$ cat src/logic/dht_defines.svh
/*
  Offsets, field positions, reset values and counts of the dual half timer.
  Assumes inclusion by bare name from the files under logic/.
*/
`ifndef DHT_DEFINES_SVH
`define DHT_DEFINES_SVH
`define DHT_AW 8
`define DHT_OFF_CFG 8'h00
`define DHT_OFF_AMODE 8'h04
`define DHT_OFF_BMODE 8'h08
`define DHT_OFF_CTL 8'h0c
`define DHT_OFF_ALOAD 8'h10
`define DHT_OFF_BLOAD 8'h14
`define DHT_OFF_AMATCH 8'h18
`define DHT_OFF_BMATCH 8'h1c
`define DHT_OFF_APRE 8'h20
`define DHT_OFF_BPRE 8'h24
`define DHT_OFF_RIS 8'h28
`define DHT_OFF_IMR 8'h2c
`define DHT_OFF_ICR 8'h30
`define DHT_OFF_MIS 8'h34
`define DHT_OFF_AVAL 8'h38
`define DHT_OFF_BVAL 8'h3c
`define DHT_CTL_A_LSB 0
`define DHT_CTL_B_LSB 8
`define DHT_CTL_W 5
`define DHT_ST_W 6
`define DHT_ST_TOUT_A 0
`define DHT_ST_CAPT_A 1
`define DHT_ST_RTC 2
`define DHT_ST_TOUT_B 4
`define DHT_ST_CAPT_B 5
`define DHT_RST_CNT16 16'hffff
`define DHT_RST_CNT32 32'hffff_ffff
`define DHT_RST_PRE 8'h00
`define DHT_RTC_FIRST 32'h0000_0001
`define DHT_RTC_IN_HZ 32768
`define DHT_RTC_OUT_HZ 1
`define DHT_RTC_DIV (`DHT_RTC_IN_HZ / `DHT_RTC_OUT_HZ)
`endif

$ cat src/logic/dht_pkg.sv
/*
  Types of the dual half timer: configurations, half modes, control fields.
  Assumes nothing beyond a SystemVerilog compiler.
*/
package dht_pkg;
  typedef enum logic [2:0] {
    DHT_CFG_32 = 3'b000,
    DHT_CFG_RTC = 3'b001,
    DHT_CFG_16 = 3'b100
  } dht_cfg_type;
  typedef enum logic [2:0] {
    DHT_ONESHOT = 3'b000,
    DHT_PERIODIC = 3'b001,
    DHT_EDGE_CNT = 3'b010,
    DHT_EDGE_TIME = 3'b011,
    DHT_PWM = 3'b100
  } dht_mode_type;
  typedef struct packed {
    logic inv;
    logic trig;
    logic fall;
    logic stall;
    logic en;
  } dht_ctl_type;
endpackage

$ cat src/logic/dht_half.sv
/*
  One 16-bit counter half with 8-bit prescaler and its 16-bit modes.
  Assumes run_in already folds in enable, stall and configuration.
*/
`timescale 1ns/1ps
module dht_half #(
  parameter int W = 16,
  parameter int PW = 8
) (
  input wire logic clk_in,
  input wire logic arst_n_in,
  input wire logic ce_in,
  input wire logic run_in,
  input wire dht_pkg::dht_mode_type mode_in,
  input wire logic fall_in,
  input wire logic pin_in,
  input wire logic reload_in,
  input wire logic [W-1:0] load_in,
  input wire logic [W-1:0] match_in,
  input wire logic [PW-1:0] pre_in,
  output logic [W-1:0] val_out,
  output logic tout_out,
  output logic capt_out,
  output logic pwm_out
);
  logic [W-1:0] cnt_r, cnt_nxt, cap_r;
  logic [PW-1:0] pre_r, pre_nxt;
  logic pin_r, pwm_r;
  wire edge_w = fall_in ? (pin_r & ~pin_in) : (~pin_r & pin_in);
  wire zero_w = (cnt_r == '0);
  wire [W-1:0] wrap_w = zero_w ? load_in : cnt_r - 1'b1;
  always_comb begin
    cnt_nxt = cnt_r;
    pre_nxt = pre_r;
    tout_out = 1'b0;
    capt_out = 1'b0;
    if (reload_in) begin
      cnt_nxt = load_in;
      pre_nxt = pre_in;
    end else if (run_in) begin
      case (mode_in)
        dht_pkg::DHT_ONESHOT, dht_pkg::DHT_PERIODIC: begin
          // Prescaler only here, never in capture or PWM modes
          if (pre_r != '0) begin
            pre_nxt = pre_r - 1'b1;
          end else begin
            pre_nxt = pre_in;
            cnt_nxt = wrap_w;
            tout_out = zero_w;
          end
        end
        dht_pkg::DHT_EDGE_CNT: begin
          if (edge_w) begin
            cnt_nxt = (cnt_r == match_in) ? load_in : cnt_r - 1'b1;
            capt_out = (cnt_r == match_in);
          end
        end
        dht_pkg::DHT_EDGE_TIME: begin
          cnt_nxt = wrap_w;
          capt_out = edge_w;
        end
        dht_pkg::DHT_PWM: begin
          cnt_nxt = wrap_w;
        end
        default: begin
        end
      endcase
    end
  end
  always_ff @(posedge clk_in or negedge arst_n_in) begin
    if (!arst_n_in) begin
      cnt_r <= {W{1'b1}};
      pre_r <= '0;
      cap_r <= '0;
      pin_r <= 1'b0;
      pwm_r <= 1'b0;
    end else if (ce_in) begin
      cnt_r <= cnt_nxt;
      pre_r <= pre_nxt;
      pin_r <= pin_in;
      pwm_r <= (cnt_r > match_in);
      if (capt_out && mode_in == dht_pkg::DHT_EDGE_TIME) begin
        cap_r <= cnt_r;
      end
    end
  end
  assign val_out = (mode_in == dht_pkg::DHT_EDGE_TIME) ? cap_r : cnt_r;
  assign pwm_out = pwm_r;
endmodule

$ cat src/logic/dht_timer.sv
/*
  Dual half timer block: register file, 32-bit and RTC engine, two halves.
  Assumes a one-cycle strobe register master and pins synchronous to clk_in.
*/
`timescale 1ns/1ps
`include "dht_defines.svh"
module dht_timer #(
  parameter int RTC_DIV = `DHT_RTC_DIV
) (
  input wire logic clk_in,
  input wire logic arst_n_in,
  input wire logic ce_in,
  input wire logic [`DHT_AW-1:0] addr_in,
  input wire logic [31:0] wdata_in,
  input wire logic wr_in,
  input wire logic rd_in,
  output logic [31:0] rdata_out,
  input wire logic halt_in,
  input wire logic alternate_function_bit_a_in,
  input wire logic alternate_function_bit_b_in,
  input wire logic gpio_a_out_in,
  input wire logic gpio_a_oe_in,
  input wire logic gpio_b_out_in,
  input wire logic gpio_b_oe_in,
  input wire logic ccp_a_in,
  input wire logic ccp_b_in,
  output logic ccp_a_out,
  output logic ccp_a_oe_out,
  output logic ccp_b_out,
  output logic ccp_b_oe_out,
  input wire logic adc_chain_in,
  output logic adc_trig_out
);
  localparam logic [15:0] RTC_LAST = 16'(RTC_DIV - 1);

  dht_pkg::dht_cfg_type cfg_r, cfg_nxt;
  dht_pkg::dht_mode_type amode_r, bmode_r;
  dht_pkg::dht_ctl_type ctla_r, ctla_nxt, ctlb_r, ctlb_nxt;
  logic [15:0] aload_r, bload_r, amatch_r, bmatch_r;
  logic [7:0] apre_r, bpre_r;
  logic [`DHT_ST_W-1:0] ris_r, ris_nxt, imr_r, st_set;
  logic [31:0] cnt32_r, cnt32_nxt, rdata_r;
  logic [15:0] rtcdiv_r;
  logic ldpend_a_r, ldpend_b_r, rtc_pin_r, adc_r;
  logic pa_r, pa_oe_r, pb_r, pb_oe_r;
  logic [15:0] aval, bval;
  logic tout_a, capt_a, pwm_a, tout_b, capt_b, pwm_b;

  // Address decode
  wire sel_cfg = (addr_in == `DHT_OFF_CFG);
  wire sel_amode = (addr_in == `DHT_OFF_AMODE);
  wire sel_bmode = (addr_in == `DHT_OFF_BMODE);
  wire sel_ctl = (addr_in == `DHT_OFF_CTL);
  wire sel_aload = (addr_in == `DHT_OFF_ALOAD);
  wire sel_bload = (addr_in == `DHT_OFF_BLOAD);
  wire sel_amatch = (addr_in == `DHT_OFF_AMATCH);
  wire sel_bmatch = (addr_in == `DHT_OFF_BMATCH);
  wire sel_apre = (addr_in == `DHT_OFF_APRE);
  wire sel_bpre = (addr_in == `DHT_OFF_BPRE);
  wire sel_ris = (addr_in == `DHT_OFF_RIS);
  wire sel_imr = (addr_in == `DHT_OFF_IMR);
  wire sel_icr = (addr_in == `DHT_OFF_ICR);
  wire sel_mis = (addr_in == `DHT_OFF_MIS);
  wire sel_aval = (addr_in == `DHT_OFF_AVAL);
  wire sel_bval = (addr_in == `DHT_OFF_BVAL);
  wire wr_cfg = wr_in & sel_cfg;
  wire wr_ctl = wr_in & sel_ctl;
  wire wr_aload = wr_in & sel_aload;
  wire wr_bload = wr_in & sel_bload;
  wire wr_amatch = wr_in & sel_amatch;
  wire wr_icr = wr_in & sel_icr;

  // Configuration decode
  wire is32 = (cfg_r == dht_pkg::DHT_CFG_32);
  wire isrtc = (cfg_r == dht_pkg::DHT_CFG_RTC);
  wire is16 = (cfg_r == dht_pkg::DHT_CFG_16);
  wire wide = is32 | isrtc;
  wire [31:0] load32 = {bload_r, aload_r};
  wire [31:0] match32 = {bmatch_r, amatch_r};

  // Pins reach the timer only with the alternate function selected
  wire pin_a = alternate_function_bit_a_in & ccp_a_in;
  wire pin_b = alternate_function_bit_b_in & ccp_b_in;

  // Stall freezes timing but never the RTC
  wire halt_a = ctla_r.stall & halt_in;
  wire halt_b = ctlb_r.stall & halt_in;
  wire run32 = is32 & ctla_r.en & ~halt_a;
  wire run_a = is16 & ctla_r.en & ~halt_a;
  wire run_b = is16 & ctlb_r.en & ~halt_b;
  wire tout32 = run32 & (cnt32_r == 32'h0000_0000);
  wire os_a = (amode_r == dht_pkg::DHT_ONESHOT);
  wire os_b = (bmode_r == dht_pkg::DHT_ONESHOT);

  // RTC: 32.768 kHz edges divided down to one count per second
  wire rtc_run = isrtc & ctla_r.en;
  wire rtc_edge = pin_a & ~rtc_pin_r;
  wire rtc_sec = rtc_run & rtc_edge & (rtcdiv_r == RTC_LAST);
  wire rtc_hit = rtc_sec & (cnt32_r == match32);
  wire [2:0] wcfg = wdata_in[2:0];
  wire rtc_enter = wr_cfg & (wcfg == 3'h1) & ~isrtc;

  dht_half u_half_a (
    .clk_in(clk_in),
    .arst_n_in(arst_n_in),
    .ce_in(ce_in),
    .run_in(run_a),
    .mode_in(amode_r),
    .fall_in(ctla_r.fall),
    .pin_in(pin_a),
    .reload_in(ldpend_a_r),
    .load_in(aload_r),
    .match_in(amatch_r),
    .pre_in(apre_r),
    .val_out(aval),
    .tout_out(tout_a),
    .capt_out(capt_a),
    .pwm_out(pwm_a)
  );

  dht_half u_half_b (
    .clk_in(clk_in),
    .arst_n_in(arst_n_in),
    .ce_in(ce_in),
    .run_in(run_b),
    .mode_in(bmode_r),
    .fall_in(ctlb_r.fall),
    .pin_in(pin_b),
    .reload_in(ldpend_b_r),
    .load_in(bload_r),
    .match_in(bmatch_r),
    .pre_in(bpre_r),
    .val_out(bval),
    .tout_out(tout_b),
    .capt_out(capt_b),
    .pwm_out(pwm_b)
  );

  // Combined counter
  always_comb begin
    cnt32_nxt = cnt32_r;
    if (rtc_enter) begin
      cnt32_nxt = `DHT_RTC_FIRST;
    end else if (ldpend_a_r && is32) begin
      cnt32_nxt = load32;
    end else if (run32) begin
      cnt32_nxt = tout32 ? load32 : cnt32_r - 32'h0000_0001;
    end else if (rtc_sec) begin
      cnt32_nxt = rtc_hit ? 32'h0000_0000 : cnt32_r + 32'h0000_0001;
    end
  end

  // One-shot stop; a software write in the same cycle wins
  wire stop_a = (is32 & os_a & tout32) | (is16 & os_a & tout_a);
  wire stop_b = is16 & os_b & tout_b;
  always_comb begin
    ctla_nxt = ctla_r;
    ctlb_nxt = ctlb_r;
    if (wr_ctl) begin
      ctla_nxt = dht_pkg::dht_ctl_type'(wdata_in[`DHT_CTL_A_LSB +: `DHT_CTL_W]);
      ctlb_nxt = dht_pkg::dht_ctl_type'(wdata_in[`DHT_CTL_B_LSB +: `DHT_CTL_W]);
    end else begin
      if (stop_a) begin
        ctla_nxt.en = 1'b0;
      end
      if (stop_b) begin
        ctlb_nxt.en = 1'b0;
      end
    end
  end

  // Sticky status; a set in the clearing cycle survives
  always_comb begin
    st_set = '0;
    st_set[`DHT_ST_TOUT_A] = tout32 | tout_a;
    st_set[`DHT_ST_CAPT_A] = capt_a;
    st_set[`DHT_ST_RTC] = rtc_hit;
    st_set[`DHT_ST_TOUT_B] = tout_b;
    st_set[`DHT_ST_CAPT_B] = capt_b;
    ris_nxt = ris_r;
    if (wr_icr) begin
      ris_nxt = ris_r & ~wdata_in[`DHT_ST_W-1:0];
    end
    ris_nxt = ris_nxt | st_set;
  end
  wire [`DHT_ST_W-1:0] mis_w = ris_r & imr_r;

  wire trig_w = (st_set[`DHT_ST_TOUT_A] & ctla_r.trig) | (tout_b & ctlb_r.trig);
  wire cfg_ok = (wcfg == 3'h0) | (wcfg == 3'h1) | (wcfg == 3'h4);
  always_comb begin
    cfg_nxt = cfg_r;
    if (wr_cfg && cfg_ok) begin
      cfg_nxt = dht_pkg::dht_cfg_type'(wcfg);
    end
  end

  // Read mux; unmapped offsets read zero
  wire [31:0] ctl_rd = {19'h0_0000, ctlb_r, 3'h0, ctla_r};
  wire [31:0] aval_rd = wide ? cnt32_r : {16'h0000, aval};
  wire [31:0] bval_rd = wide ? {16'h0000, cnt32_r[31:16]} : {16'h0000, bval};
  wire [31:0] rd_mux =
    sel_cfg ? {29'h0000_0000, cfg_r} :
    sel_amode ? {29'h0000_0000, amode_r} :
    sel_bmode ? {29'h0000_0000, bmode_r} :
    sel_ctl ? ctl_rd :
    sel_aload ? (wide ? load32 : {16'h0000, aload_r}) :
    sel_bload ? {16'h0000, bload_r} :
    sel_amatch ? (wide ? match32 : {16'h0000, amatch_r}) :
    sel_bmatch ? {16'h0000, bmatch_r} :
    sel_apre ? {24'h00_0000, apre_r} :
    sel_bpre ? {24'h00_0000, bpre_r} :
    sel_ris ? {26'h000_0000, ris_r} :
    sel_imr ? {26'h000_0000, imr_r} :
    sel_mis ? {26'h000_0000, mis_w} :
    sel_aval ? aval_rd :
    sel_bval ? bval_rd : 32'h0000_0000;

  // Pin drive: GPIO unless selected; timer drives only in PWM
  wire pwm_a_on = is16 & (amode_r == dht_pkg::DHT_PWM);
  wire pwm_b_on = is16 & (bmode_r == dht_pkg::DHT_PWM);
  wire pa_nxt = alternate_function_bit_a_in ? (pwm_a ^ ctla_r.inv) : gpio_a_out_in;
  wire pa_oe_nxt = alternate_function_bit_a_in ? pwm_a_on : gpio_a_oe_in;
  wire pb_nxt = alternate_function_bit_b_in ? (pwm_b ^ ctlb_r.inv) : gpio_b_out_in;
  wire pb_oe_nxt = alternate_function_bit_b_in ? pwm_b_on : gpio_b_oe_in;

  always_ff @(posedge clk_in or negedge arst_n_in) begin
    if (!arst_n_in) begin
      cfg_r <= dht_pkg::DHT_CFG_32;
      amode_r <= dht_pkg::DHT_ONESHOT;
      bmode_r <= dht_pkg::DHT_ONESHOT;
      ctla_r <= '0;
      ctlb_r <= '0;
      aload_r <= `DHT_RST_CNT16;
      bload_r <= `DHT_RST_CNT16;
      amatch_r <= 16'h0000;
      bmatch_r <= 16'h0000;
      apre_r <= `DHT_RST_PRE;
      bpre_r <= `DHT_RST_PRE;
      ris_r <= '0;
      imr_r <= '0;
      cnt32_r <= `DHT_RST_CNT32;
      rtcdiv_r <= 16'h0000;
      ldpend_a_r <= 1'b0;
      ldpend_b_r <= 1'b0;
      rtc_pin_r <= 1'b0;
      rdata_r <= 32'h0000_0000;
      adc_r <= 1'b0;
      pa_r <= 1'b0;
      pa_oe_r <= 1'b0;
      pb_r <= 1'b0;
      pb_oe_r <= 1'b0;
    end else if (ce_in) begin
      cfg_r <= cfg_nxt;
      ctla_r <= ctla_nxt;
      ctlb_r <= ctlb_nxt;
      ris_r <= ris_nxt;
      cnt32_r <= cnt32_nxt;
      rtc_pin_r <= pin_a;
      rdata_r <= rd_in ? rd_mux : 32'h0000_0000;
      adc_r <= trig_w | adc_chain_in;
      pa_r <= pa_nxt;
      pa_oe_r <= pa_oe_nxt;
      pb_r <= pb_nxt;
      pb_oe_r <= pb_oe_nxt;
      ldpend_a_r <= wr_aload;
      ldpend_b_r <= wr_bload | (wr_aload & wide);
      if (rtc_enter || !rtc_run) begin
        rtcdiv_r <= 16'h0000;
      end else if (rtc_edge) begin
        rtcdiv_r <= (rtcdiv_r == RTC_LAST) ? 16'h0000 : rtcdiv_r + 16'h0001;
      end
      if (wr_in && sel_amode) begin
        amode_r <= dht_pkg::dht_mode_type'(wdata_in[2:0]);
      end
      if (wr_in && sel_bmode) begin
        bmode_r <= dht_pkg::dht_mode_type'(wdata_in[2:0]);
      end
      if (wr_aload) begin
        aload_r <= wdata_in[15:0];
      end
      if (wr_bload || (wr_aload && wide)) begin
        bload_r <= wr_bload ? wdata_in[15:0] : wdata_in[31:16];
      end
      if (wr_amatch) begin
        amatch_r <= wdata_in[15:0];
      end
      if ((wr_in && sel_bmatch) || (wr_amatch && wide)) begin
        bmatch_r <= wr_amatch ? wdata_in[31:16] : wdata_in[15:0];
      end
      if (wr_in && sel_apre) begin
        apre_r <= wdata_in[7:0];
      end
      if (wr_in && sel_bpre) begin
        bpre_r <= wdata_in[7:0];
      end
      if (wr_in && sel_imr) begin
        imr_r <= wdata_in[`DHT_ST_W-1:0];
      end
    end
  end

  assign rdata_out = rdata_r;
  assign adc_trig_out = adc_r;
  assign ccp_a_out = pa_r;
  assign ccp_a_oe_out = pa_oe_r;
  assign ccp_b_out = pb_r;
  assign ccp_b_oe_out = pb_oe_r;
endmodule

$ cat config.mk
export PLATFORM = sky130hd
export DESIGN_NAME = dht_timer
export DESIGN_NICKNAME = d
export VERILOG_FILES = /design/src/logic/dht_pkg.sv /design/src/logic/dht_half.sv /design/src/logic/dht_timer.sv
export VERILOG_INCLUDE_DIRS = /design/src /design/src/logic
export SDC_FILE = /design/constraint.sdc
export NUM_CORES = 1
export LEC_CHECK = 0
export BUFFER_PORTS_ARGS = -buffer_cell sky130_fd_sc_hd__buf_2
export CORE_ASPECT_RATIO = 1.5
export CORE_UTILIZATION = 40
export CTS_CLUSTER_DIAMETER = 150
export DETAILED_ROUTE_END_ITERATION = 10
export SLEW_MARGIN = 20
export SYNTH_ARGS = -nofsm -noshare
export SYNTH_HDL_FRONTEND = slang
export SYNTH_SLANG_ARGS = --single-unit
export TNS_END_PERCENT = 5
$ cat constraint.sdc
create_clock -name clk_in -period 5.8 [get_ports clk_in]
set_input_delay 1.16 -clock clk_in [delete_from_list [all_inputs] [get_ports clk_in]]
set_output_delay 1.16 -clock clk_in [all_outputs]
set_load 0.02 [all_outputs]
# Yosys cells after proc, flatten, opt, wreduce, memory -nomap -nowiden
# Cells that the tools add are included.
[totals]
reg_bits = 282
output_inout_bits = 37
[classes]
addsub = 7
magnitude_cmp = 2
eq_ne = 35
mux = 82
bitwise_logic = 59
n_reduce_logical = 61
[op_table]
columns = ["operator", "n"]
rows = [
  ["32-bit 2-to-1 mux", 24],
  ["16-bit 2-to-1 mux", 21],
  ["16-bit one-hot mux with 3 select lines", 2],
  ["8-bit by 6-bit == test with 1-bit output (second input constant)", 8],
  ["8-bit 2-to-1 mux", 8],
  ["1-bit bitwise AND", 38],
  ["2-bit AND reduction", 17],
  ["32-bit by 1-bit adder with 32-bit output (second input constant)", 1],
  ["16-bit == test", 2],
  ["32-bit == test", 1],
  ["8-bit by 5-bit == test with 1-bit output (second input constant)", 4],
  ["16-bit > comparator", 2],
  ["16-bit zero test", 2],
  ["32-bit zero test", 1],
  ["16-bit by 1-bit subtractor with 16-bit output (second input constant)", 2],
  ["32-bit by 1-bit subtractor with 32-bit output (second input constant)", 1],
  ["1-bit 2-to-1 mux", 24],
  ["16-bit by 1-bit adder with 16-bit output (second input constant)", 1],
  ["16-bit by 15-bit == test with 1-bit output (second input constant)", 1],
  ["8-bit by 4-bit == test with 1-bit output (second input constant)", 2],
  ["8-bit nonzero test", 2],
  ["8-bit by 1-bit subtractor with 8-bit output (second input constant)", 2],
  ["2-bit nonzero test", 7],
  ["6-bit bitwise AND", 2],
  ["other kinds (22)", 71],
]

# Longest topological paths before layout
# Gate-level depths: netlist of run 1.
[depth]
ltp_word = 19
ltp_mapped = 12

# Cells and area by module
# Synthesis of run 1 repeated with hierarchy kept, for this count alone.
[unflattened]
hier_cells = 2090
hier_area_um2 = 18375.1
[by_module_without_submodules]
columns = ["mod", "n_inst", "cells_per_inst", "area_each_um2"]
rows = [
  ["dht_timer", 1, 1380, 12389.4],
  ["dht_half", 2, 355, 2992.9],
]

# Least setup slack after synthesis of run 1
# Ideal clock, no wire load.
[synth_path]
path_type = "input to register"
from = "in addr_in[1]"
to = "reg cnt32_r[30]"
t_arrival_ns = 3.063
required_ns = 5.717
setup_slack_ns = 2.653
path_stages = 8
cell_sequence = "buf_2 > nor4_1 > o2111ai_2 > nand2_2 > a21o_1 > nor3_4 > a31o_1 > a221o_1"
[synth_via]
elab_chain_cells = 6
[synth_rtl]
columns = ["item", "line_no", "source"]
rows = [
  ["start: declaration", "dht_timer.sv:13", "input wire logic [`DHT_AW-1:0] addr_in,"],
  ["8-bit zero test (no line) (*)", "-", ""],
  ["1-bit bitwise AND (*)", "dht_timer.sv:66", "wire wr_cfg = wr_in & sel_cfg;"],
  ["1-bit bitwise AND (*) (2 in series)", "dht_timer.sv:101", "wire rtc_enter = wr_cfg & (wcfg == 3'h1) & ~isrtc;"],
  ["4-bit nonzero test (no line)", "-", ""],
  ["2-bit AND reduction (no line)", "-", ""],
  ["end signal: assignment", "dht_timer.sv:241", "cnt32_r <= `DHT_RST_CNT32;"],
  ["end signal: assignment", "dht_timer.sv:257", "cnt32_r <= cnt32_nxt;"],
  ["end: declaration", "dht_timer.sv:42", "logic [31:0] cnt32_r, cnt32_nxt, rdata_r;"],
]
# Mark *: on every way between the ends. The rest lies on a longest branch, timed or not.
# A chain may end at the register's enable or synchronous reset.

# Worst setup path in the final report of run 1
# Same ends and word-level chain as after synthesis.

==> results of run 1 <==
[worst max-delay path by stage]
stage                           from          end  slack [ns]
after detailed placement  addr_in[1]  cnt32_r[30]        1.38
after CTS                 addr_in[1]  cnt32_r[30]        1.97
after floorplan           addr_in[1]  cnt32_r[30]        2.65
final                     addr_in[1]  cnt32_r[30]        1.89
after global routing      addr_in[1]  cnt32_r[14]        1.84
after global placement    addr_in[1]  cnt32_r[30]        1.50
[cell usage after synthesis (12+ instances only)]
library cell | count | area share [%]
clkbuf_1 | 102 | 2.1
nor4_1 | 44 | 1.5
buf_2 | 30 | 0.82
a22oi_1 | 22 | 0.90
a32o_1 | 14 | 0.77
a21o_1 | 19 | 0.78
dfrtp_1 | 186 | 25
o211ai_1 | 15 | 0.62
xnor2_1 | 15 | 0.72
xor2_1 | 45 | 2.2
nand3_1 | 50 | 1.4
a221oi_1 | 12 | 0.58
o31ai_1 | 13 | 0.53
inv_1 | 61 | 1.3
or3_1 | 20 | 0.69
nand4_1 | 32 | 1.1
a211oi_1 | 35 | 1.4
o2bb2ai_1 | 18 | 0.86
dfstp_2 | 96 | 14
ha_1 | 43 | 2.9
a21oi_1 | 123 | 3.4
mux2_2 | 100 | 6.2
nor3_1 | 54 | 1.5
nand2_1 | 181 | 3.7
nor2_1 | 156 | 3.2
a31oi_1 | 14 | 0.48
nor2b_1 | 16 | 0.55
a32oi_1 | 12 | 0.58
o21ai_0 | 211 | 5.8
mux2i_1 | 66 | 3.6
and3_1 | 14 | 0.48
[state kept, by name (all words and copies together) (netlist names), 6 cells and up]
register / cells
u_half_b.pre_r: 8
bpre_r: 8
ris_r: 6
ctl_rd: 10
bmatch_r: 16
cnt32_r: 32
u_half_b.cap_r: 16
u_half_a.pre_r: 8
imr_r: 6
amatch_r: 16
u_half_a.cnt_r: 16
apre_r: 8
aload_r: 16
u_half_b.cnt_r: 16
u_half_a.cap_r: 16
rtcdiv_r: 16
bload_r: 16
rdata_out: 32
[cells by family after synthesis]
logic type	share of synthesized area [%]
simple gates	18.75
mux	9.783
buf+inv	4.583
fa+ha+maj	2.946
xor+xnor	2.878
compound gates	21.76
flops	39.30
[per-stage QoR]
stage / util, % / worst slack, ns
after floorplan: - / 2.653
after global placement: 42.61 / 1.500
after detailed placement: 42.64 / 1.380
after CTS: 44.84 / 1.970
after global routing: 44.85 / 1.840
final: 44.85 / 1.887
[where the power goes]
group	internal [W]	switching, W	leakage [nW]
Sequential	0.00209	0.000215	3.54
Clock	0.00112	0.000849	0.488
Combinational	0.000315	0.000586	4.69
Total	0.00353	0.00165	8.71
[layer usage]
metal	track usage [%]	routed length, µm	share of wire [%]	up-vias
met3	3.353	4593	6.0	220
met1	39.51	28950	38	8499
met4	24.44	6684	8.7	0
met5	0	0	0	-
met2	54.14	36220	47	743
li1	-	-	-	7624
[area by class of cell]
class / count / area (µm²)
clock buffers: 46 / 870.8
clock inverters: 10 / 118.9
fillers: 4501 / 24780
inverters: 62 / 232.7
multi-input cells: 1552 / 10290
flip-flops and latches: 282 / 7177
well taps: 582 / 728.2
repair buffers: 125 / 733.2
[critical path: cells and delay by family]
kind / cells / cell delay, ns
AO/OA/AOI/OAI: 3 / 1.32
buffers and inverters: 1 / 0.16
AND/OR/NAND/NOR: 3 / 1.75
==> impl_metrics.xml, run 1 <==
<?xml version="1.0" encoding="UTF-8"?>
<metrics>
  <group name="sta">
    <metric name="slew_at_the_pin_closest_to_its_max_slew_limit" unit="ns">1.239</metric>
    <metric name="fin_worst_skew" unit="ns">0.01724</metric>
    <metric name="hold_violations" unit="">0</metric>
    <metric name="period_share" unit="%">67.47</metric>
    <metric name="tns" unit="ns">0</metric>
    <metric name="max_freq" unit="GHz">0.2555</metric>
    <metric name="finalWorstPathRequiredPeriod" unit="ns">3.913</metric>
    <metric name="grt_setup_unrepaired" unit="">no</metric>
    <metric name="slew_headroom" unit="%">16.74</metric>
    <metric name="timing.final.setup_violations" unit="">0</metric>
    <metric name="final_max_slew_viol_count" unit="">0</metric>
    <metric name="holdWs" unit="ns">0.4771</metric>
  </group>
  <group name="grt">
    <metric name="grt.total_usage" unit="%">32.87</metric>
    <metric name="grt_remaining_overflow" unit="">0</metric>
    <metric name="largest_net_degree_at_the_start_of_global_routing" unit="">160</metric>
    <metric name="antenna_found_initial" unit="">0</metric>
    <metric name="grt_first_pass_wirelength" unit="µm">112700</metric>
    <metric name="first_global_vias" unit="">16580</metric>
  </group>
  <group name="place">
    <metric name="postPlaceCellArea" unit="mm²">0.01916</metric>
    <metric name="dpl.cell_count" unit="">2603</metric>
    <metric name="io_buffers" unit="">91</metric>
    <metric name="dp_hpwl" unit="µm">57860</metric>
    <metric name="gpl.final_weighted_congestion" unit="">0.9840</metric>
  </group>
  <group name="setup_path">
    <metric name="critical_path.max_fanout" unit="">28</metric>
    <metric name="required" unit="ns">6.30</metric>
    <metric name="slowest_delay" unit="ns">0.93</metric>
    <metric name="worst-r2r-cell-count" unit="">8</metric>
    <metric name="r2r-end" unit="">cnt32_r[17]</metric>
    <metric name="worst-setup-path-type" unit="">in2reg</metric>
    <metric name="timing.critical_path.arrival" unit="ns">4.42</metric>
    <metric name="worstSetupStartpointType" unit="">input pin</metric>
    <metric name="crit_path_cell_trace" unit="">buf_2 -&gt; nor4_1 -&gt; o2111ai_2 -&gt; nand3_1 -&gt; nand2_1 -&gt; a31o_1 -&gt; a221o_1</metric>
    <metric name="r2r_startpoint" unit="">cfg_r[1]</metric>
    <metric name="regToRegSetupSlack" unit="ns">2.24</metric>
    <metric name="endpoint_kind" unit="">flip-flop</metric>
    <metric name="critical-path-slowest-cell" unit="">nor4_1</metric>
  </group>
  <group name="power_and_ir_drop">
    <metric name="total_power" unit="W">0.005177</metric>
    <metric name="pwr_density_cell" unit="mW/mm²">256.9</metric>
    <metric name="leakagePower" unit="nW">8.714</metric>
    <metric name="power.ir.vdd_worst" unit="mV">0.2500</metric>
  </group>
  <group name="route">
    <metric name="antenna_left" unit="">0</metric>
    <metric name="drt-initial-drc-count" unit="">1687</metric>
    <metric name="drcViolationCount" unit="">0</metric>
    <metric name="route.detailed.wl_per_inst" unit="µm">28.75</metric>
    <metric name="post_drt_via_cell_ratio" unit="">6.426</metric>
    <metric name="drt_pass1_iterations" unit="">6</metric>
    <metric name="final_wirelength" unit="µm">76450</metric>
    <metric name="num_vias" unit="">17090</metric>
  </group>
  <group name="cells_and_area">
    <metric name="final_design_area_no_fill" unit="mm²">0.02015</metric>
    <metric name="final_common_cell" unit="">o21ai_0</metric>
    <metric name="finish.net_count" unit="">2151</metric>
    <metric name="layout.cells.most_common_list" unit="">209 x o21ai_0, 186 x dfrtp_1, 181 x nand2_1</metric>
    <metric name="layout.cells.non_filler" unit="">2659</metric>
    <metric name="synthToLayoutAreaGrowth" unit="%">10.35</metric>
    <metric name="antenna_cells" unit="">0</metric>
    <metric name="share_of_cells_above_drive_strength_1" unit="%">19.79</metric>
  </group>
  <group name="floorplan">
    <metric name="standard_cell_row_count" unit="">95</metric>
    <metric name="chipWidth" unit="µm">176.5</metric>
    <metric name="io_pins" unit="">92</metric>
    <metric name="dieHeight" unit="µm">263.7</metric>
    <metric name="initial_cell_density_of_the_core" unit="%">40.65</metric>
    <metric name="design.core.area" unit="mm²">0.04493</metric>
    <metric name="die_area" unit="mm²">0.04653</metric>
  </group>
  <group name="clocking">
    <metric name="clock_tree.root_cell" unit="">clkbuf_16</metric>
    <metric name="cts_tree" unit="">yes</metric>
    <metric name="clock_tree.buffer_depth" unit="">3</metric>
    <metric name="number_of_clock_buffers_inserted_by_tritoncts" unit="">30</metric>
    <metric name="ctsHoldBuffers" unit="">0</metric>
    <metric name="clock_slew_at_the_register_clock_pins_of_the_worst_setup_and_hold_paths" unit="ns">0.06</metric>
    <metric name="post_cts.repair.setup_buffers" unit="">0</metric>
    <metric name="cts-htree-levels" unit="">1</metric>
    <metric name="clock_latency" unit="ns">0.59</metric>
    <metric name="clkSinkCount" unit="">282</metric>
    <metric name="cts_resized" unit="">0</metric>
  </group>
  <group name="hold_path">
    <metric name="hold-path-endpoint" unit="">rdata_out[12]</metric>
    <metric name="min_path_type" unit="">reg2reg</metric>
    <metric name="hold_path.startpoint" unit="">rdata_out[12]</metric>
    <metric name="min_delay_path_depth" unit="">1</metric>
  </group>
  <group name="logic_synthesis">
    <metric name="yosys_warnings" unit="">0</metric>
    <metric name="synthesis_stage_register_bit_count" unit="">282</metric>
    <metric name="synth_sequential_area_ratio" unit="%">39.30</metric>
    <metric name="syn_area" unit="mm²">0.01826</metric>
    <metric name="cell_count_after_synthesis" unit="">2042</metric>
    <metric name="postSynthNetCount" unit="">2140</metric>
    <metric name="synth_edf_count" unit="">0</metric>
    <metric name="synthArstFlopShare" unit="%">100.0</metric>
    <metric name="synth_top_flop_cell" unit="">dfrtp_1</metric>
    <metric name="avgSynthCellArea" unit="µm²">8.943</metric>
    <metric name="yosysUniqueCellTypes" unit="">89</metric>
  </group>
  <group name="flow_run">
    <metric name="timing.max_cap.violations" unit="">0</metric>
  </group>
  <group name="status">
    <metric name="outcome" unit="">finished clean</metric>
  </group>
</metrics>
Power figures use the tool's default switching activity.
==> run 2: changes to the inputs <==
Clock period 5.8 ns to 3.58 ns, I/O delays scaled along.
==> impl_metrics.xml, run 2 (same netlist as run 1, synthesis figures left out) <==
<?xml version="1.0" encoding="UTF-8"?>
<metrics>
  <group name="clocking">
    <metric name="number_of_clock_buffers_inserted_by_tritoncts" unit="">31</metric>
    <metric name="clock_tree.buffer_depth" unit="">3</metric>
    <metric name="ctsHoldBuffers" unit="">0</metric>
    <metric name="clock_latency" unit="ns">0.60</metric>
    <metric name="post_cts.repair.setup_buffers" unit="">0</metric>
    <metric name="cts-htree-levels" unit="">1</metric>
    <metric name="clkSinkCount" unit="">282</metric>
    <metric name="cts_resized" unit="">0</metric>
    <metric name="clock_slew_at_the_register_clock_pins_of_the_worst_setup_and_hold_paths" unit="ns">0.07</metric>
    <metric name="clock_tree.root_cell" unit="">clkbuf_16</metric>
    <metric name="cts_tree" unit="">yes</metric>
  </group>
  <group name="setup_path">
    <metric name="required" unit="ns">4.09</metric>
    <metric name="worst-setup-path-type" unit="">reg2reg</metric>
    <metric name="regToRegSetupSlack" unit="ns">0.42</metric>
    <metric name="worstSetupStartpointType" unit="">flip-flop</metric>
    <metric name="critical_path.max_fanout" unit="">8</metric>
    <metric name="timing.critical_path.arrival" unit="ns">3.67</metric>
    <metric name="r2r_startpoint" unit="">cnt32_r[1]</metric>
    <metric name="r2r-end" unit="">cnt32_r[30]</metric>
    <metric name="worst-r2r-cell-count" unit="">8</metric>
    <metric name="endpoint_kind" unit="">flip-flop</metric>
  </group>
  <group name="place">
    <metric name="gpl.final_weighted_congestion" unit="">1.011</metric>
    <metric name="dp_hpwl" unit="µm">61890</metric>
    <metric name="io_buffers" unit="">91</metric>
    <metric name="postPlaceCellArea" unit="mm²">0.01976</metric>
  </group>
  <group name="grt">
    <metric name="grt.total_usage" unit="%">34.72</metric>
    <metric name="largest_net_degree_at_the_start_of_global_routing" unit="">79</metric>
    <metric name="grt_first_pass_wirelength" unit="µm">118700</metric>
    <metric name="antenna_found_initial" unit="">1</metric>
    <metric name="grt_remaining_overflow" unit="">0</metric>
    <metric name="first_global_vias" unit="">17540</metric>
  </group>
  <group name="sta">
    <metric name="grt_setup_unrepaired" unit="">no</metric>
    <metric name="final_max_slew_viol_count" unit="">0</metric>
    <metric name="slew_headroom" unit="%">39.22</metric>
    <metric name="slew_at_the_pin_closest_to_its_max_slew_limit" unit="ns">0.9083</metric>
    <metric name="timing.final.setup_violations" unit="">0</metric>
    <metric name="tns" unit="ns">0</metric>
    <metric name="finalWorstPathRequiredPeriod" unit="ns">3.163</metric>
    <metric name="fin_worst_skew" unit="ns">0.02528</metric>
    <metric name="period_share" unit="%">88.36</metric>
    <metric name="hold_violations" unit="">0</metric>
    <metric name="max_freq" unit="GHz">0.3161</metric>
  </group>
  <group name="cells_and_area">
    <metric name="share_of_cells_above_drive_strength_1" unit="%">22.69</metric>
    <metric name="final_common_cell" unit="">o21ai_0</metric>
    <metric name="final_design_area_no_fill" unit="mm²">0.02075</metric>
    <metric name="finish.net_count" unit="">2230</metric>
    <metric name="layout.cells.most_common_list" unit="">209 x o21ai_0, 186 x dfrtp_1, 181 x nand2_1</metric>
    <metric name="final_core_util" unit="%">46.18</metric>
    <metric name="synthToLayoutAreaGrowth" unit="%">13.62</metric>
  </group>
  <group name="route">
    <metric name="post_drt_via_cell_ratio" unit="">6.438</metric>
    <metric name="num_vias" unit="">17630</metric>
    <metric name="drcViolationCount" unit="">0</metric>
    <metric name="route.detailed.wl_per_inst" unit="µm">29.37</metric>
    <metric name="antenna_left" unit="">0</metric>
    <metric name="final_wirelength" unit="µm">80420</metric>
    <metric name="drt_pass1_iterations" unit="">5</metric>
    <metric name="drt-initial-drc-count" unit="">1678</metric>
  </group>
  <group name="power_and_ir_drop">
    <metric name="power.ir.vdd_worst" unit="mV">0.3995</metric>
    <metric name="pwr_density_cell" unit="mW/mm²">410.6</metric>
    <metric name="total_power" unit="W">0.008521</metric>
    <metric name="leakagePower" unit="nW">9.097</metric>
  </group>
  <group name="floorplan">
    <metric name="chipWidth" unit="µm">176.5</metric>
    <metric name="die_area" unit="mm²">0.04653</metric>
    <metric name="design.core.area" unit="mm²">0.04493</metric>
    <metric name="standard_cell_row_count" unit="">95</metric>
    <metric name="io_pins" unit="">92</metric>
    <metric name="dieHeight" unit="µm">263.7</metric>
    <metric name="initial_cell_density_of_the_core" unit="%">40.65</metric>
  </group>
  <group name="flow_run">
    <metric name="timing.max_cap.violations" unit="">0</metric>
  </group>
  <group name="status">
    <metric name="outcome" unit="">finished clean</metric>
  </group>
  <group name="hold_path">
    <metric name="min_path_type" unit="">in2async</metric>
  </group>
</metrics>
[run 2: report_power, final]
| group | leakage, nW | internal [W] | switching, W |
|---|---|---|---|
| clock network | 0.480 | 0.00178 | 0.00143 |
| logic | 5.08 | 0.000565 | 0.00110 |
| registers | 3.54 | 0.00338 | 0.000267 |
| total | 9.10 | 0.00573 | 0.00279 |
[run 2: layer usage]
layer,global-route usage [%],up-vias,part of all wire [%]
met3,5.325,254,6.2
met1,39.58,8764,37
li1,-,7791,-
met4,23.84,2,7.9
met2,59.28,817,49
met5,0,-,0.016
[run 2: final cells by class]
cell class / instances / area [µm²]
diodes: 1 / 2.502
clock buffers: 47 / 925.9
clock inverters: 9 / 63.81
fillers: 4373 / 24180
inverters: 62 / 232.7
multi-input cells: 1552 / 10280
flip-flops and latches: 282 / 7177
well taps: 582 / 728.2
repair buffers: 203 / 1344
[run 2: worst max-delay path: stages, from the launching register on]
cell and delay [ns]:
dfstp_2 0.64, ha_1 0.25, nand4_1 0.26, or3_1 0.63, nor4_4 0.41, nand2b_1 0.09
mux2_2 0.29, a31o_1 0.22, a221o_1 0.29
[run 2: worst max path at each step]
stage,from,endpoint,slack [ns],cells past startpoint
finish,cnt32_r[1],cnt32_r[30],0.42,8
global route,cnt32_r[1],cnt32_r[28],0.28,8
CTS,cnt32_r[1],cnt32_r[30],0.46,8
detailed placement,wr_in,cnt32_r[30],0.19,8
global placement,addr_in[4],rdata_out[1],0.14,8
floorplan,addr_in[1],cnt32_r[30],0.88,8
[run 2: metrics by stage]
stage / instances / hold WS (ns) / setup WS (ns)
detailed placement: 2681 / 0.4678 / 0.1892
global placement: 2681 / 0.4587 / 0.1418
global route: 2737 / 0.08016 / 0.2818
finish: 2738 / 0.04932 / 0.4166
floorplan: 2042 / 0.4204 / 0.8774
CTS: 2737 / 0.07059 / 0.4595
==> run 3: changes to the inputs <==
Settings changed: CORE_UTILIZATION 40 to 30, CTS_BUF_LIST from default to sky130_fd_sc_hd__clkbuf_4.
==> impl_metrics.xml, run 3 (same netlist as run 1, synthesis figures left out) <==
<?xml version="1.0" encoding="UTF-8"?>
<metrics>
  <group name="sta">
    <metric name="slew_at_the_pin_closest_to_its_max_slew_limit" unit="ns">1.009</metric>
    <metric name="holdWs" unit="ns">0.1668</metric>
    <metric name="final_max_slew_viol_count" unit="">0</metric>
    <metric name="finalWorstPathRequiredPeriod" unit="ns">3.215</metric>
    <metric name="hold_violations" unit="">0</metric>
    <metric name="max_freq" unit="GHz">0.3111</metric>
    <metric name="tns" unit="ns">0</metric>
    <metric name="period_share" unit="%">89.80</metric>
    <metric name="slew_headroom" unit="%">32.73</metric>
    <metric name="grt_setup_unrepaired" unit="">no</metric>
    <metric name="fin_worst_skew" unit="ns">0.07042</metric>
    <metric name="timing.final.setup_violations" unit="">0</metric>
  </group>
  <group name="flow_run">
    <metric name="timing.max_cap.violations" unit="">0</metric>
  </group>
  <group name="cells_and_area">
    <metric name="layout.cells.most_common_list" unit="">209 x o21ai_0, 186 x dfrtp_1, 181 x nand2_1</metric>
    <metric name="finish.net_count" unit="">2266</metric>
    <metric name="final_common_cell" unit="">o21ai_0</metric>
    <metric name="synthToLayoutAreaGrowth" unit="%">15.01</metric>
    <metric name="share_of_cells_above_drive_strength_1" unit="%">24.98</metric>
    <metric name="n_fill_cell" unit="">6203</metric>
  </group>
  <group name="setup_path">
    <metric name="worstPathBufferInverterCount" unit="">1</metric>
    <metric name="endpoint_kind" unit="">flip-flop</metric>
    <metric name="crit_path_cell_trace" unit="">inv_1 -&gt; ha_1 -&gt; or4b_1 -&gt; nor2_2 -&gt; and4_1 -&gt; a21oi_1 -&gt; o21ai_0 -&gt; or2_2 -&gt; o311ai_0</metric>
    <metric name="critical_path.max_fanout" unit="">11</metric>
    <metric name="required" unit="ns">4.27</metric>
    <metric name="slowest_delay" unit="ns">0.83</metric>
    <metric name="critical-path-slowest-cell" unit="">a21oi_1</metric>
    <metric name="cp_top_family" unit="">compound AO/OA/AOI/OAI gates</metric>
    <metric name="timing.critical_path.arrival" unit="ns">3.90</metric>
    <metric name="worstSetupStartpointType" unit="">flip-flop</metric>
    <metric name="worst-setup-path-type" unit="">reg2reg</metric>
  </group>
  <group name="floorplan">
    <metric name="chipWidth" unit="µm">203.5</metric>
    <metric name="dieHeight" unit="µm">304.2</metric>
    <metric name="standard_cell_row_count" unit="">110</metric>
    <metric name="io_pins" unit="">92</metric>
    <metric name="design.core.area" unit="mm²">0.06015</metric>
    <metric name="initial_cell_density_of_the_core" unit="%">30.36</metric>
    <metric name="die_area" unit="mm²">0.06189</metric>
  </group>
  <group name="route">
    <metric name="num_vias" unit="">17840</metric>
    <metric name="drt_pass1_iterations" unit="">5</metric>
    <metric name="drt-initial-drc-count" unit="">1575</metric>
    <metric name="drcViolationCount" unit="">0</metric>
    <metric name="route.detailed.wl_per_inst" unit="µm">26.58</metric>
    <metric name="antenna_left" unit="">0</metric>
    <metric name="post_drt_via_cell_ratio" unit="">5.918</metric>
    <metric name="final_wirelength" unit="µm">80140</metric>
  </group>
  <group name="place">
    <metric name="dp_hpwl" unit="µm">60760</metric>
    <metric name="io_buffers" unit="">91</metric>
    <metric name="gpl.final_weighted_congestion" unit="">0.9769</metric>
  </group>
  <group name="power_and_ir_drop">
    <metric name="switchingPower" unit="W">0.002856</metric>
    <metric name="pwr_density_cell" unit="mW/mm²">398.9</metric>
    <metric name="clock_power_share" unit="%">36.6</metric>
    <metric name="power.share.combinational" unit="%">19.9</metric>
    <metric name="power.ir.vdd_worst" unit="mV">0.1776</metric>
    <metric name="internal-power" unit="W">0.005523</metric>
    <metric name="power.share.switching" unit="%">34.09</metric>
    <metric name="leakagePower" unit="nW">9.172</metric>
    <metric name="share_seq_of_total_power" unit="%">43.5</metric>
  </group>
  <group name="grt">
    <metric name="grt_remaining_overflow" unit="">0</metric>
    <metric name="met1_track_demand_over_resource" unit="%">28.75</metric>
    <metric name="grt.busiest_layer" unit="">met2</metric>
    <metric name="groute.layer.met2.usage" unit="%">44.22</metric>
    <metric name="largest_net_degree_at_the_start_of_global_routing" unit="">82</metric>
    <metric name="first_global_vias" unit="">18190</metric>
    <metric name="grt.total_usage" unit="%">26.12</metric>
    <metric name="antenna_found_initial" unit="">2</metric>
    <metric name="grt_first_pass_wirelength" unit="µm">119100</metric>
    <metric name="grt_use_met3" unit="%">4.230</metric>
  </group>
  <group name="clocking">
    <metric name="clkSinkCount" unit="">282</metric>
    <metric name="clock_tree.buffer_depth" unit="">3</metric>
    <metric name="clock_tree.root_cell" unit="">clkbuf_4</metric>
    <metric name="number_of_clock_buffers_inserted_by_tritoncts" unit="">77</metric>
    <metric name="cts-htree-levels" unit="">3</metric>
    <metric name="clock_latency" unit="ns">0.84</metric>
    <metric name="clock_slew_at_the_register_clock_pins_of_the_worst_setup_and_hold_paths" unit="ns">0.07</metric>
    <metric name="cts_tree" unit="">yes</metric>
  </group>
  <group name="status">
    <metric name="outcome" unit="">finished clean</metric>
  </group>
  <group name="hold_path">
    <metric name="min_path_type" unit="">in2reg</metric>
  </group>
</metrics>
run 3: changes by cell type in the layout (fill, tap and decap cells not counted), sizes merged:
cell         before  now
buf             203  192
bufinv            0    1
clkbuf           47  115
clkinv            5   20
dlygate4sd3       0    1
inv              63   64
run 3: worst paths after layout:
check / start / end / slack (ns) / depth (start not counted)
min: gpio_a_oe_in / ccp_a_oe_out / 0.17 / 3
max reg2reg: cnt32_r[1] / cnt32_r[5] / 0.37 / 9
min reg2reg: ris_r[4] / ris_r[4] / 0.49 / 2
max in group asynchronous: arst_n_in / u_half_b.cnt_r[13] / 2.06 / 3
min in group asynchronous: arst_n_in / u_half_b.pre_r[2] / 0.49 / 2
max: cnt32_r[1] / cnt32_r[5] / 0.37 / 9
run 3: layout make-up:
cell class / instances / area (µm²) / share of cell area [%]
well taps: 784 / 980.9 / 4.670
inverters: 62 / 232.7 / 1.108
repair buffers: 193 / 1309 / 6.231
flip-flops and latches: 282 / 7177 / 34.17
multi-input cells: 1552 / 10290 / 48.99
diodes: 1 / 2.502 / 0.01191
clock inverters: 26 / 148.9 / 0.7089
clock buffers: 115 / 863.3 / 4.110
run 3: tightest hold or removal path: stages:
cell and delay, ns:
buf_2 0.09, nand2b_1 0.06, a31oi_1 0.08
run 3: power groups by stage:
stage               Sequential (W)  Combinational [W]  Clock (W)
CTS                        0.00363            0.00164    0.00316
global route               0.00366            0.00180    0.00330
detailed placement         0.00369            0.00163          0
global placement           0.00368            0.00162          0
floorplan                  0.00353            0.00102          0
finish                     0.00364            0.00167    0.00307
run 3: timing repair:
action | 4_1_cts | 5_1_grt
hold endpoints to repair | 53 | 0
hold buffers | 1 | 0
gates resized for setup | 0 | 1
setup endpoints to repair | 0 | 4
setup buffers | 0 | 0
run 3: routing by layer:
layer	wire length, µm	share of wire (%)
met5	0	0
met1	28740	36
met4	6615	8.3
met2	39630	49
met3	5154	6.4
run 3: per-stage QoR:
| step | cell area (µm²) | util [%] | power, W | setup WS [ns] | cells |
|---|---|---|---|---|---|
| after detailed placement | 19970 | 33.20 | 0.005316 | 0.3354 | 2872 |
| after global placement | 19970 | 33.20 | 0.005296 | 0.2048 | 2872 |
| after CTS | 20990 | 34.90 | 0.008427 | 0.3042 | 3014 |
| final | 21000 | 34.92 | 0.008379 | 0.3651 | 3015 |
| after global routing | 21000 | 34.92 | 0.008761 | 0.1551 | 3015 |
| after floorplan | 18260 | - | 0.004554 | 0.8774 | 2042 |
